--- src/core/init_cfg_pkg.sv ---
// Package: constants, field layouts and types for the initialization registers
//
// Rules for the initialization registers
// (RL1) Writes to either initialization register take effect only while the device is in its initialization phase.
// (RL2) Regulator bit 7 chooses whether the second wake input is sampled any time or only during the first wake input activation.
// (RL3) Regulator bits 6:5 pick the supply under-voltage response: reset near 0.9, interrupt 0.9 plus reset 0.7, or reset 0.7.
// (RL4) Regulator bits 4:3 pick the reset low time after supply recovery: 1, 5, 10 or 20 ms.
// (RL5) Regulator bit 2 picks the auxiliary regulator voltage, 0 for 3.3 V and 1 for 5.0 V.
// (RL6) Regulator bits 1:0 pick the first wake input activation time: 200, 400, 800 or 1600 us.
// (RL7) The watchdog register holds deadline enable, monitor select, timer select, safe option, two-bit operation, window select and cranking; monitor and window reset to 1.
// (RL8) The host sends a 16-bit word: address and check bit in the first byte, data MSB first in the second.
// (RL9) With the deadline bit set the host must read the interrupt source within the current watchdog period plus two.
// (RL10) The safe option bit drives the safe output low at the first reset pulse when 0, at the second consecutive one when 1.
// (RL11) A write outside the initialization phase is ignored and the register keeps its value.
package init_cfg_pkg;

   // ****************************************************************
   // Register map and reset values
   // ****************************************************************
   localparam logic [4:0] REGULATOR_INIT_ADDR = 5'h05;
   localparam logic [4:0] WATCHDOG_INIT_ADDR  = 5'h06;
   localparam logic [7:0] REGULATOR_INIT_RST  = 8'h80;
   localparam logic [7:0] WATCHDOG_INIT_RST   = 8'h42;

   // ****************************************************************
   // Serial word layout
   // ****************************************************************
   localparam int WORD_BITS   = 16;
   localparam int ADDR_MSB    = 13;
   localparam int ADDR_LSB    = 9;
   localparam int CHECK_BIT   = 8;
   localparam int MODE_MSB    = 15;
   localparam int MODE_LSB    = 14;
   localparam logic [1:0] MODE_WRITE = 2'h1;

   typedef struct packed {
      logic       io_sync_during_act;   // bit 7
      logic [1:0] supply_uv_threshold_sel;
      logic [1:0] reset_pulse_len_sel;
      logic       aux_voltage_sel;
      logic [1:0] cyclic_act_time_sel;
   } regulator_init_s;

   typedef struct packed {
      logic       irq_read_deadline_en;
      logic       lp_current_monitor_sel;
      logic       lp_current_timer_sel;
      logic       safe_on_second_reset;
      logic [1:0] watchdog_operation_sel;
      logic       watchdog_window_sel;
      logic       cranking_sel;
   } watchdog_init_s;

   typedef enum logic [1:0] {UV_RST_HI, UV_INT_HI_RST_LO, UV_RST_LO} uv_mode_e;

   // ****************************************************************
   // Timing, in cycles of the 100 MHz clock
   // ****************************************************************
   localparam int CLK_PERIOD_NS = 10;
   localparam int RST_LEN_1_MS  = 1;
   localparam int RST_LEN_5_MS  = 5;
   localparam int RST_LEN_10_MS = 10;
   localparam int RST_LEN_20_MS = 20;
   localparam int CYC_ACT_200_US = 200;
   localparam int MS_CYCLES = 1000000 / CLK_PERIOD_NS;
   localparam int US_CYCLES = 1000 / CLK_PERIOD_NS;
   localparam logic [23:0] RST_LEN_CYC_1  = 24'(RST_LEN_1_MS * MS_CYCLES);
   localparam logic [23:0] RST_LEN_CYC_5  = 24'(RST_LEN_5_MS * MS_CYCLES);
   localparam logic [23:0] RST_LEN_CYC_10 = 24'(RST_LEN_10_MS * MS_CYCLES);
   localparam logic [23:0] RST_LEN_CYC_20 = 24'(RST_LEN_20_MS * MS_CYCLES);
   localparam logic [23:0] CYC_ACT_CYC_200 = 24'(CYC_ACT_200_US * US_CYCLES);

endpackage

--- src/core/init_config_registers.sv ---
// Initialization configuration register bank with 16-bit serial write port
`timescale 1ns/10ps
`default_nettype none
module init_config_registers (
   input  wire logic                            clock_i,        // 100 MHz clock
   input  wire logic                            rstn_i,         // Power-on reset, active low
   input  wire logic                            init_phase_i,   // High while in init phase
   input  wire logic                            word_valid_i,   // One-cycle strobe, word ready
   input  wire logic [15:0]                     word_i,         // Received serial word
   output logic                                 write_done_o,   // Pulse: write accepted
   output logic                                 write_refused_o,// Pulse: write ignored
   output init_cfg_pkg::regulator_init_s        regulator_o,    // Regulator init contents
   output init_cfg_pkg::watchdog_init_s         watchdog_o,     // Watchdog init contents
   output init_cfg_pkg::uv_mode_e               uv_mode_o,      // Decoded under-voltage mode
   output logic [23:0]                          reset_len_cyc_o,// Reset low time in cycles
   output logic [23:0]                          cyclic_act_cyc_o // First wake act time, cycles
);
   import init_cfg_pkg::*;

   logic [4:0] addr;
   logic       is_write;
   logic       hit_reg;
   logic       hit_wd;
   logic       parity_ok;
   logic [7:0] data_byte;
   logic       any_hit;
   logic       reg_write_en;
   logic       wd_write_en;
   logic       any_write;
   logic       sync_bit_in;
   logic       aux_bit_in;
   logic       safe_bit_in;

   // ****************************************************************
   // Command decode
   // ****************************************************************
   // Check bit makes the word odd parity; a bad word is never stored
   assign addr      = word_i[ADDR_MSB:ADDR_LSB];
   assign is_write  = word_i[MODE_MSB:MODE_LSB] == MODE_WRITE;
   assign parity_ok = ^word_i;
   assign hit_reg   = word_valid_i && is_write && parity_ok && addr == REGULATOR_INIT_ADDR;
   assign hit_wd    = word_valid_i && is_write && parity_ok && addr == WATCHDOG_INIT_ADDR;

   // Init phase gates every store; outside it a hit only raises the refusal
   assign any_hit      = hit_reg || hit_wd;
   assign reg_write_en = hit_reg && init_phase_i; // RL1
   assign wd_write_en  = hit_wd && init_phase_i;  // RL1
   assign any_write    = reg_write_en || wd_write_en;

   // Single-bit taps of the data byte, read only by the write path checks below
   assign data_byte   = word_i[7:0];
   assign sync_bit_in = data_byte[7]; // RL2
   assign aux_bit_in  = data_byte[2]; // RL5
   assign safe_bit_in = data_byte[4]; // RL10

   // ****************************************************************
   // Register storage
   // ****************************************************************
   // Data byte is the low half, MSB first on the wire
   always_ff @(posedge clock_i or negedge rstn_i) begin
      if (!rstn_i) begin
         regulator_o <= regulator_init_s'(REGULATOR_INIT_RST); // RL7
      end else if (hit_reg && init_phase_i) begin // RL1 RL11
         regulator_o <= regulator_init_s'(word_i[7:0]); // RL8
      end
   end

   always_ff @(posedge clock_i or negedge rstn_i) begin
      if (!rstn_i) begin
         watchdog_o <= watchdog_init_s'(WATCHDOG_INIT_RST); // RL7
      end else if (hit_wd && init_phase_i) begin // RL1 RL11
         watchdog_o <= watchdog_init_s'(word_i[7:0]); // RL10
      end
   end

   // Status pulses for the host-facing side
   always_ff @(posedge clock_i or negedge rstn_i) begin
      if (!rstn_i) begin
         write_done_o    <= 1'b0;
         write_refused_o <= 1'b0;
      end else begin
         write_done_o    <= (hit_reg || hit_wd) && init_phase_i;
         write_refused_o <= (hit_reg || hit_wd) && !init_phase_i; // RL11
      end
   end

   // ****************************************************************
   // Field decode for the analog and timing blocks
   // ****************************************************************
   // Codes 00 and 11 give the same response
   always_comb begin
      unique case (regulator_o.supply_uv_threshold_sel) // RL3
         2'b01:   uv_mode_o = UV_INT_HI_RST_LO;
         2'b10:   uv_mode_o = UV_RST_LO;
         default: uv_mode_o = UV_RST_HI;
      endcase
   end

   always_comb begin
      unique case (regulator_o.reset_pulse_len_sel) // RL4
         2'b00: reset_len_cyc_o = RST_LEN_CYC_1;
         2'b01: reset_len_cyc_o = RST_LEN_CYC_5;
         2'b10: reset_len_cyc_o = RST_LEN_CYC_10;
         2'b11: reset_len_cyc_o = RST_LEN_CYC_20;
      endcase
   end

   // Doubling per code step; aux voltage and sync bit pass straight out
   assign cyclic_act_cyc_o = CYC_ACT_CYC_200 << regulator_o.cyclic_act_time_sel; // RL6 RL2 RL5

   // ****************************************************************
   // Assertions
   // ****************************************************************
   a_locked_outside_init: assert property (@(posedge clock_i) disable iff (!rstn_i) // RL1
      !init_phase_i |=> $stable(regulator_o) && $stable(watchdog_o))
      else $error("init register changed outside init phase");
   a_reg_write_lands: assert property (@(posedge clock_i) disable iff (!rstn_i) // RL8
      hit_reg && init_phase_i |=> regulator_o == regulator_init_s'($past(data_byte)))
      else $error("regulator write not stored");
   a_wd_write_lands: assert property (@(posedge clock_i) disable iff (!rstn_i) // RL7
      hit_wd && init_phase_i |=> watchdog_o == watchdog_init_s'($past(data_byte)))
      else $error("watchdog write not stored");
   a_refused_pulse: assert property (@(posedge clock_i) disable iff (!rstn_i) // RL11
      (hit_reg || hit_wd) && !init_phase_i |=> write_refused_o && !write_done_o)
      else $error("refused write not flagged");
   a_uv_equal_codes: assert property (@(posedge clock_i) disable iff (!rstn_i) // RL3
      regulator_o.supply_uv_threshold_sel[1] == regulator_o.supply_uv_threshold_sel[0]
      |-> uv_mode_o == UV_RST_HI)
      else $error("uv codes 00 and 11 differ");
   a_reset_len_max: assert property (@(posedge clock_i) disable iff (!rstn_i) // RL4
      regulator_o.reset_pulse_len_sel == 2'b11 |-> reset_len_cyc_o == 24'h1E_8480)
      else $error("20 ms reset length wrong");
   a_cyclic_max: assert property (@(posedge clock_i) disable iff (!rstn_i) // RL6
      regulator_o.cyclic_act_time_sel == 2'b11 |-> cyclic_act_cyc_o == 24'h02_7100)
      else $error("1600 us activation wrong");
   a_bad_parity_drop: assert property (@(posedge clock_i) disable iff (!rstn_i) // RL8
      word_valid_i && !parity_ok |=> !write_done_o && !write_refused_o)
      else $error("bad parity word acted on");

   // ****************************************************************
   // Write path checks
   // ****************************************************************
   // A byte only moves on an accepted write or on reset
   a_reset_defaults: assert property (@(posedge clock_i) disable iff (!rstn_i) // RL7
      $rose(rstn_i) |-> regulator_o == regulator_init_s'(REGULATOR_INIT_RST)
      && watchdog_o == watchdog_init_s'(WATCHDOG_INIT_RST))
      else $error("init register not at default after reset");
   a_done_on_write: assert property (@(posedge clock_i) disable iff (!rstn_i) // RL1
      any_write |=> write_done_o && !write_refused_o)
      else $error("accepted write not flagged");
   a_done_needs_write: assert property (@(posedge clock_i) disable iff (!rstn_i) // RL1
      write_done_o |-> $past(any_write))
      else $error("done pulse without a write");
   a_refused_needs_hit: assert property (@(posedge clock_i) disable iff (!rstn_i) // RL11
      write_refused_o |-> $past(any_hit) && !$past(init_phase_i))
      else $error("refusal pulse without a refused write");
   a_pulses_exclusive: assert property (@(posedge clock_i) disable iff (!rstn_i) // RL11
      !(write_done_o && write_refused_o))
      else $error("done and refused pulses together");
   a_idle_no_pulse: assert property (@(posedge clock_i) disable iff (!rstn_i) // RL11
      !any_hit |=> !write_done_o && !write_refused_o)
      else $error("pulse without an init register hit");
   a_mode_gate: assert property (@(posedge clock_i) disable iff (!rstn_i) // RL8
      word_valid_i && !is_write |=> !write_done_o && !write_refused_o)
      else $error("non-write word acted on");
   a_addr_gate: assert property (@(posedge clock_i) disable iff (!rstn_i) // RL8
      word_valid_i && addr != REGULATOR_INIT_ADDR && addr != WATCHDOG_INIT_ADDR
      |=> !write_done_o && !write_refused_o)
      else $error("word for another address acted on");
   // Holds cover the refused case too: a refused hit leaves both bytes alone
   a_reg_holds: assert property (@(posedge clock_i) disable iff (!rstn_i) // RL11
      !reg_write_en |=> $stable(regulator_o))
      else $error("regulator register changed without a write");
   a_wd_holds: assert property (@(posedge clock_i) disable iff (!rstn_i) // RL11
      !wd_write_en |=> $stable(watchdog_o))
      else $error("watchdog register changed without a write");
   a_sync_bit_lands: assert property (@(posedge clock_i) disable iff (!rstn_i) // RL2
      reg_write_en |=> regulator_o.io_sync_during_act == $past(sync_bit_in))
      else $error("sync select bit misplaced");
   a_aux_bit_lands: assert property (@(posedge clock_i) disable iff (!rstn_i) // RL5
      reg_write_en |=> regulator_o.aux_voltage_sel == $past(aux_bit_in))
      else $error("aux voltage bit misplaced");
   a_safe_bit_lands: assert property (@(posedge clock_i) disable iff (!rstn_i) // RL10
      wd_write_en |=> watchdog_o.safe_on_second_reset == $past(safe_bit_in))
      else $error("safe option bit misplaced");

   // ****************************************************************
   // Field decode checks
   // ****************************************************************
   // Expected counts written out per code, not taken from the decode tables
   a_uv_int_code: assert property (@(posedge clock_i) disable iff (!rstn_i) // RL3
      regulator_o.supply_uv_threshold_sel == 2'b01 |-> uv_mode_o == UV_INT_HI_RST_LO)
      else $error("uv code 01 not interrupt plus low reset");
   a_uv_low_code: assert property (@(posedge clock_i) disable iff (!rstn_i) // RL3
      regulator_o.supply_uv_threshold_sel == 2'b10 |-> uv_mode_o == UV_RST_LO)
      else $error("uv code 10 not low reset");
   a_reset_len_codes: assert property (@(posedge clock_i) disable iff (!rstn_i) // RL4
      reset_len_cyc_o == (regulator_o.reset_pulse_len_sel == 2'b00 ? 24'h01_86A0 :
                          regulator_o.reset_pulse_len_sel == 2'b01 ? 24'h07_A120 :
                          regulator_o.reset_pulse_len_sel == 2'b10 ? 24'h0F_4240 :
                                                                     24'h1E_8480))
      else $error("reset length code decoded wrong");
   a_cyclic_codes: assert property (@(posedge clock_i) disable iff (!rstn_i) // RL6
      cyclic_act_cyc_o == (regulator_o.cyclic_act_time_sel == 2'b00 ? 24'h00_4E20 :
                           regulator_o.cyclic_act_time_sel == 2'b01 ? 24'h00_9C40 :
                           regulator_o.cyclic_act_time_sel == 2'b10 ? 24'h01_3880 :
                                                                      24'h02_7100))
      else $error("activation time code decoded wrong");

   // ****************************************************************
   // Cover points
   // ****************************************************************
   // Main scenarios: both stores, a refusal, a spoiled word, the interrupt mode
   c_reg_write: cover property (@(posedge clock_i) disable iff (!rstn_i) hit_reg && init_phase_i);
   c_wd_write: cover property (@(posedge clock_i) disable iff (!rstn_i) hit_wd && init_phase_i);
   c_refused: cover property (@(posedge clock_i) disable iff (!rstn_i) write_refused_o);
   c_bad_parity: cover property (@(posedge clock_i) disable iff (!rstn_i)
      word_valid_i && !parity_ok);
   c_uv_interrupt: cover property (@(posedge clock_i) disable iff (!rstn_i)
      uv_mode_o == UV_INT_HI_RST_LO);

endmodule
`default_nettype wire

--- config.mk ---
export PLATFORM = sky130hd
export DESIGN_NAME = init_config_registers
export DESIGN_NICKNAME = d
export VERILOG_FILES = /design/src/core/init_cfg_pkg.sv /design/src/core/init_config_registers.sv
export SDC_FILE = /design/constraint.sdc
export NUM_CORES = 1
export LEC_CHECK = 0
export ABC_AREA = 0
export CAP_MARGIN = 5
export CORE_ASPECT_RATIO = 0.9
export CORE_MARGIN = 10
export CORE_UTILIZATION = 50
export CTS_CLUSTER_SIZE = 25
export DETAILED_ROUTE_END_ITERATION = 16
export DONT_BUFFER_PORTS = 1
export SLEW_MARGIN = 20
export SYNTH_ARGS = -nofsm -noshare
export SYNTH_HDL_FRONTEND = slang
export SYNTH_SLANG_ARGS = --single-unit
--- constraint.sdc ---
create_clock -name clock_i -period 2.5 [get_ports clock_i]
set_input_delay 0.125 -clock clock_i [delete_from_list [all_inputs] [get_ports clock_i]]
set_output_delay 0.125 -clock clock_i [all_outputs]
set_load 0.005 [all_outputs]
======== Word-level counts from Yosys, hierarchy flattened ========
Index checks and enable logic that the tools add are counted.
operators by class
  add/sub/neg operators ................... 0
  div/mod/pow operators ................... 0
  shifts and indexed selects .............. 1
  equality and inequality tests ........... 8
  bitwise operators ....................... 0
  reduce and logical (&&, ||, !) cells .... 12
  $lt $le $gt $ge ......................... 0
  multiply operators ...................... 0
  multiplexer cells ....................... 2
operators by type and width
  operator                                            number
  one-hot mux 24 bit (4 select lines)                 1
  left shift 15 x 2 -> 24 bit (first input constant)  1
  XOR reduction 16 bit                                1
  == test 5 x 3 -> 1 bit (second input constant)      2
  logical AND 1 bit                                   8
  == test 2 x 1 -> 1 bit (second input constant)      3
  == test 2 bit (second input constant)               3
  one-hot mux 2 bit (2 select lines)                  1
  zero test 2 bit                                     1
  zero test 1 bit                                     1
  logical OR 1 bit                                    1
storage, ports and cells
  latch bits .............................. 0
  bits in writable memories ............... 0
  ROM bits ................................ 0
  output and inout port bits .............. 68
  memories kept ........................... 0
  register bits after elaboration ......... 18

======== Longest topological paths before layout ========
  depth in word-level cells ............... 6
  depth in mapped cells ................... 7
  gate-level depth less buffers ........... 7

======== Least setup slack after synthesis ========
Ideal clock, no wire load.
  path type ............................... input port to flip-flop
  from .................................... input word_i[15]
  to ...................................... register regulator_o[0] in the netlist's numbering
  data arrival time ....................... 1976 ps
  slack ................................... 400 ps
  stages on the path ...................... 7
  library setup time ...................... 125 ps
  buffers on the path ..................... 0
  data required time ...................... 2375 ps
  cell sequence ........................... inv_1 ha_1 xnor3_1 xnor3_1 xnor3_2 nor4b_4 mux2_2
on the way
  cells in the longest elaborated chain, start to end .. 5
  elaborated cells between the ends (all ways) .. 6
  classes of those cells .................. 1 x eq/ne; 5 x reduce/logical
ends and longest elaborated chain
  what                                line                         source
  start, declared                     init_config_registers.sv:9   input wire logic [15:0] word_i,
  == test 2 x 1 -> 1 bit              init_config_registers.sv:39  assign is_write = word_i[MODE_MSB:MODE_LSB] == MODE_WRITE;
  logical AND 1 bit                   init_config_registers.sv:41  assign hit_reg = word_valid_i && is_write && parity_ok && addr == REGULATOR_INIT_ADDR;
  logical AND 1 bit (*) (2 in a row)  init_config_registers.sv:41
  logical AND 1 bit (*)               init_config_registers.sv:63  end else if (hit_reg && init_phase_i) begin
  end signal, assigned                init_config_registers.sv:62  regulator_o <= regulator_init_s'(REGULATOR_INIT_RST);
  end signal, assigned                init_config_registers.sv:64  regulator_o <= regulator_init_s'(word_i[7:0]);
  end, declared                       init_config_registers.sv:12  output init_cfg_pkg::regulator_init_s regulator_o,
Mark *: on every way between the ends. The rest lies on a longest branch, timed or not.
A chain may end at the register's enable or synchronous reset.

======== Final worst setup path ========
  from .................................... input word_i[15]
  to ...................................... register watchdog_o[2] in the netlist's numbering
on the way
  cells in the longest elaborated chain, start to end .. 5
  elaborated cells between the ends (all ways) .. 6
  classes of those cells .................. 1 x eq/ne; 5 x reduce/logical
ends and longest elaborated chain
  what                                line                         source
  == test 2 x 1 -> 1 bit              init_config_registers.sv:39
  logical AND 1 bit                   init_config_registers.sv:42  assign hit_wd = word_valid_i && is_write && parity_ok && addr == WATCHDOG_INIT_ADDR;
  logical AND 1 bit (*) (2 in a row)  init_config_registers.sv:42
  logical AND 1 bit (*)               init_config_registers.sv:71  end else if (hit_wd && init_phase_i) begin
  end signal, assigned                init_config_registers.sv:70  watchdog_o <= watchdog_init_s'(WATCHDOG_INIT_RST);
  end signal, assigned                init_config_registers.sv:72  watchdog_o <= watchdog_init_s'(word_i[7:0]);
  end, declared                       init_config_registers.sv:13  output init_cfg_pkg::watchdog_init_s watchdog_o,
Marked as above.

==> results.json <==
{
  "final_hold_viol_count": 0,
  "startpoint_type": "input port",
  "worst_skew_pair.late_latency_ns": 0.29,
  "overflow": 0,
  "antenna-diode-count": 0,
  "min_path_type": "input port to flip-flop",
  "htree_levels": 1,
  "num-fill-cells": 240,
  "portBuffers": 0,
  "cts_tree": "done",
  "grt_use_total": 0.102,
  "p_seq_frac": 0.487,
  "globalplace.congestion": 0.645,
  "transition_time_at_the_pin_with_the_least_slew_margin_ns": 0.781,
  "final-setup-viol-count": 0,
  "post-synth-top-area-fraction": 0.285,
  "setup_repair_after_global_routing_missed_its_margin": "false",
  "cts_repair_resize_count": 0,
  "ctsRootBufferMaster": "sky130_fd_sc_hd__clkbuf_4",
  "grt_pass1_wl_um": 3950,
  "critical_path_class": "input port to flip-flop",
  "dp_hpwl_um": 2350,
  "timing.setup.tns_ns": 0,
  "firstDrtPassIters": 3,
  "synth_enable_flop_cells": 0,
  "min_delay_path_depth": 2,
  "grt_antenna_before_repair": 0,
  "synth_top_cells_by_area": "sky130_fd_sc_hd__dfrtp_1 28%, sky130_fd_sc_hd__buf_4 17%, sky130_fd_sc_hd__mux2_2 14%",
  "design.die.area_um2": 5090,
  "max_clock_freq_mhz": 520,
  "synth.cell_area_um2": 1320,
  "synth-seq-cells": 18,
  "net_switching_power_figure_uw": 196,
  "die-height_um": 68.7,
  "placed_cell_area_um2": 1210,
  "ctsLongestPathBuffers": 2,
  "netlist_instances": 114,
  "cellLeakagePower_uw": 0.000697,
  "irDropWorstVdd_v": 0.000356,
  "r2r_worst_path_depth": 1,
  "drt.antenna.violating_nets": 0,
  "slew_violations": 0,
  "synth-async-reset-ratio": 1.00,
  "synthTopCellsByCount": "30 x sky130_fd_sc_hd__buf_4, 16 x sky130_fd_sc_hd__mux2_2, 15 x sky130_fd_sc_hd__dfrtp_1",
  "post-cts-setup-buffers": 0,
  "final_layout_size_suffix_gt1_frac": 0.252,
  "clkSlewWorstSetupHoldPaths_ns": 0.10,
  "sw_frac_of_total": 0.288,
  "cap_violations": 0,
  "post-route-cell-area_um2": 1350,
  "dieWidth_um": 74.1,
  "yosys_warnings": 0,
  "synth_largest_area_cell": "sky130_fd_sc_hd__dfrtp_1",
  "first_global_vias": 781,
  "synth_seq_area_share": 0.345,
  "p_int_uw": 483,
  "drt_iter0_markers": 14,
  "syn_area_per_cell_um2": 11.6,
  "crit_path_end_kind": "flip-flop",
  "critPathRequiredTime_ns": 2.68,
  "clock_power_share": 0.258,
  "start_util": 0.529,
  "critical_path_arrival_ns": 2.10,
  "power.combinational.fraction": 0.255,
  "pwr_per_cell_area_nw_per_um2": 504,
  "final.period_utilization": 0.769,
  "syn_to_final_growth_pct": 2.18,
  "nNetsFinal": 153,
  "layout_min_cycle_time_ns": 1.92,
  "cts-buffers-inserted": 3,
  "most_instantiated_library_cell_after_synthesis": "sky130_fd_sc_hd__buf_4",
  "cts.hold.buffers_added": 10,
  "cts.sink_count": 18,
  "route.detailed.vias_per_inst": 4.87,
  "synth_cell_types": 19,
  "vias": 716,
  "timing.slew.headroom": 0.478,
  "status": "complete, no violations",
  "worst_reg_to_reg_setup_slack_ns": 1.61,
  "finalWirelength_um": 2800,
  "io_pins": 88,
  "hold_slack_ns": 0.0538,
  "synthFlopType": "sky130_fd_sc_hd__dfrtp_1",
  "cp_max_fo": 8,
  "num_rows": 17,
  "grt_start_max_net_pins": 19,
  "wire_per_inst_um": 19.1,
  "route.detailed.drc": 0,
  "core_area_um2": 2490,
  "fin_worst_skew_ns": 0
}
registers in the layout, summed over array words and instances (netlist names):
| name | count |
|---|---|
| write_refused_o | 1 |
| regulator_o | 8 |
| watchdog_o | 8 |
| write_done_o | 1 |
per-layer routing:
metal	track usage	vias up	share of wire	wire length (um)
li1	-	322	-	-
met4	0.0535	0	0.0096	27
met5	0	-	0	0
met3	0.0485	4	0.19	522
met1	0.101	333	0.30	848
met2	0.177	57	0.50	1410
power by group through the flow:
stage	clock network, uW	logic [uW]	registers, uW
after CTS	184	175	332
after global placement	0	150	337
after global routing	200	191	335
after detailed placement	0	154	338
after floorplan	0	174	329
final	175	173	331
final timing paths:
path / start / end
min reg2reg: watchdog_o[3] / watchdog_o[3]
min: word_i[12] / write_refused_o
max in group asynchronous: rstn_i / watchdog_o[5]
min in group asynchronous: rstn_i / write_refused_o
max reg2reg: regulator_o[1] / regulator_o[1]
max: word_i[15] / watchdog_o[2]
area by class of cell:
class                      instances  area [um^2]  area share
multi-input combinational         73          664       0.493
sequential                        18          454       0.337
inverter                          13         48.8      0.0362
clock buffer                       4         36.3      0.0270
tap                               28         35.0      0.0260
timing repair buffer              11          108      0.0799
placed cells by master, fill, tap and decap left out, drive strengths merged:
cell type    Yosys  final
dfrtp           15     15
clkbuf           0      4
conb             1     21
nor4b            2      2
or2              3      3
dlygate4sd3      0     10
xnor2            7      7
inv             13     13
nor3             2      2
mux2            16     16
nor4             1      1
nor2b            2      2
dfstp            3      3
xor2             1      1
buf             30      1
nand2            1      1
ha              13     13
nand3            1      1
xnor3            3      3
critical path: stages:
cell and delay, ns:
sky130_fd_sc_hd__inv_1 0.02, sky130_fd_sc_hd__ha_1 0.27, sky130_fd_sc_hd__xnor3_1 0.21, sky130_fd_sc_hd__xnor3_1 0.22
sky130_fd_sc_hd__xnor3_2 0.32, sky130_fd_sc_hd__nor4_4 0.53, sky130_fd_sc_hd__mux2_2 0.40
metrics by stage:
stage	total power [uW]	setup slack (ns)	util	instances
final	678	0.578	0.541	147
after global routing	726	0.499	0.541	147
after CTS	691	0.547	0.541	147
after detailed placement	491	0.242	0.486	133
after global placement	487	0.310	0.486	133
after floorplan	503	0.400	-	134
logic make-up (layout without fill, tap and decap cells):
logic type,count (synthesis),count (layout),synth area share
multiplexers,16,16,0.137
flip-flops,18,18,0.345
XOR/XNOR,11,11,0.105
adder cells (fa/ha/maj),13,13,0.123
AND/OR/NAND/NOR,12,12,0.0788
buffers and inverters,43,28,0.208
other,1,21,0.00285
No activity file was read; power rests on OpenSTA's default activity.
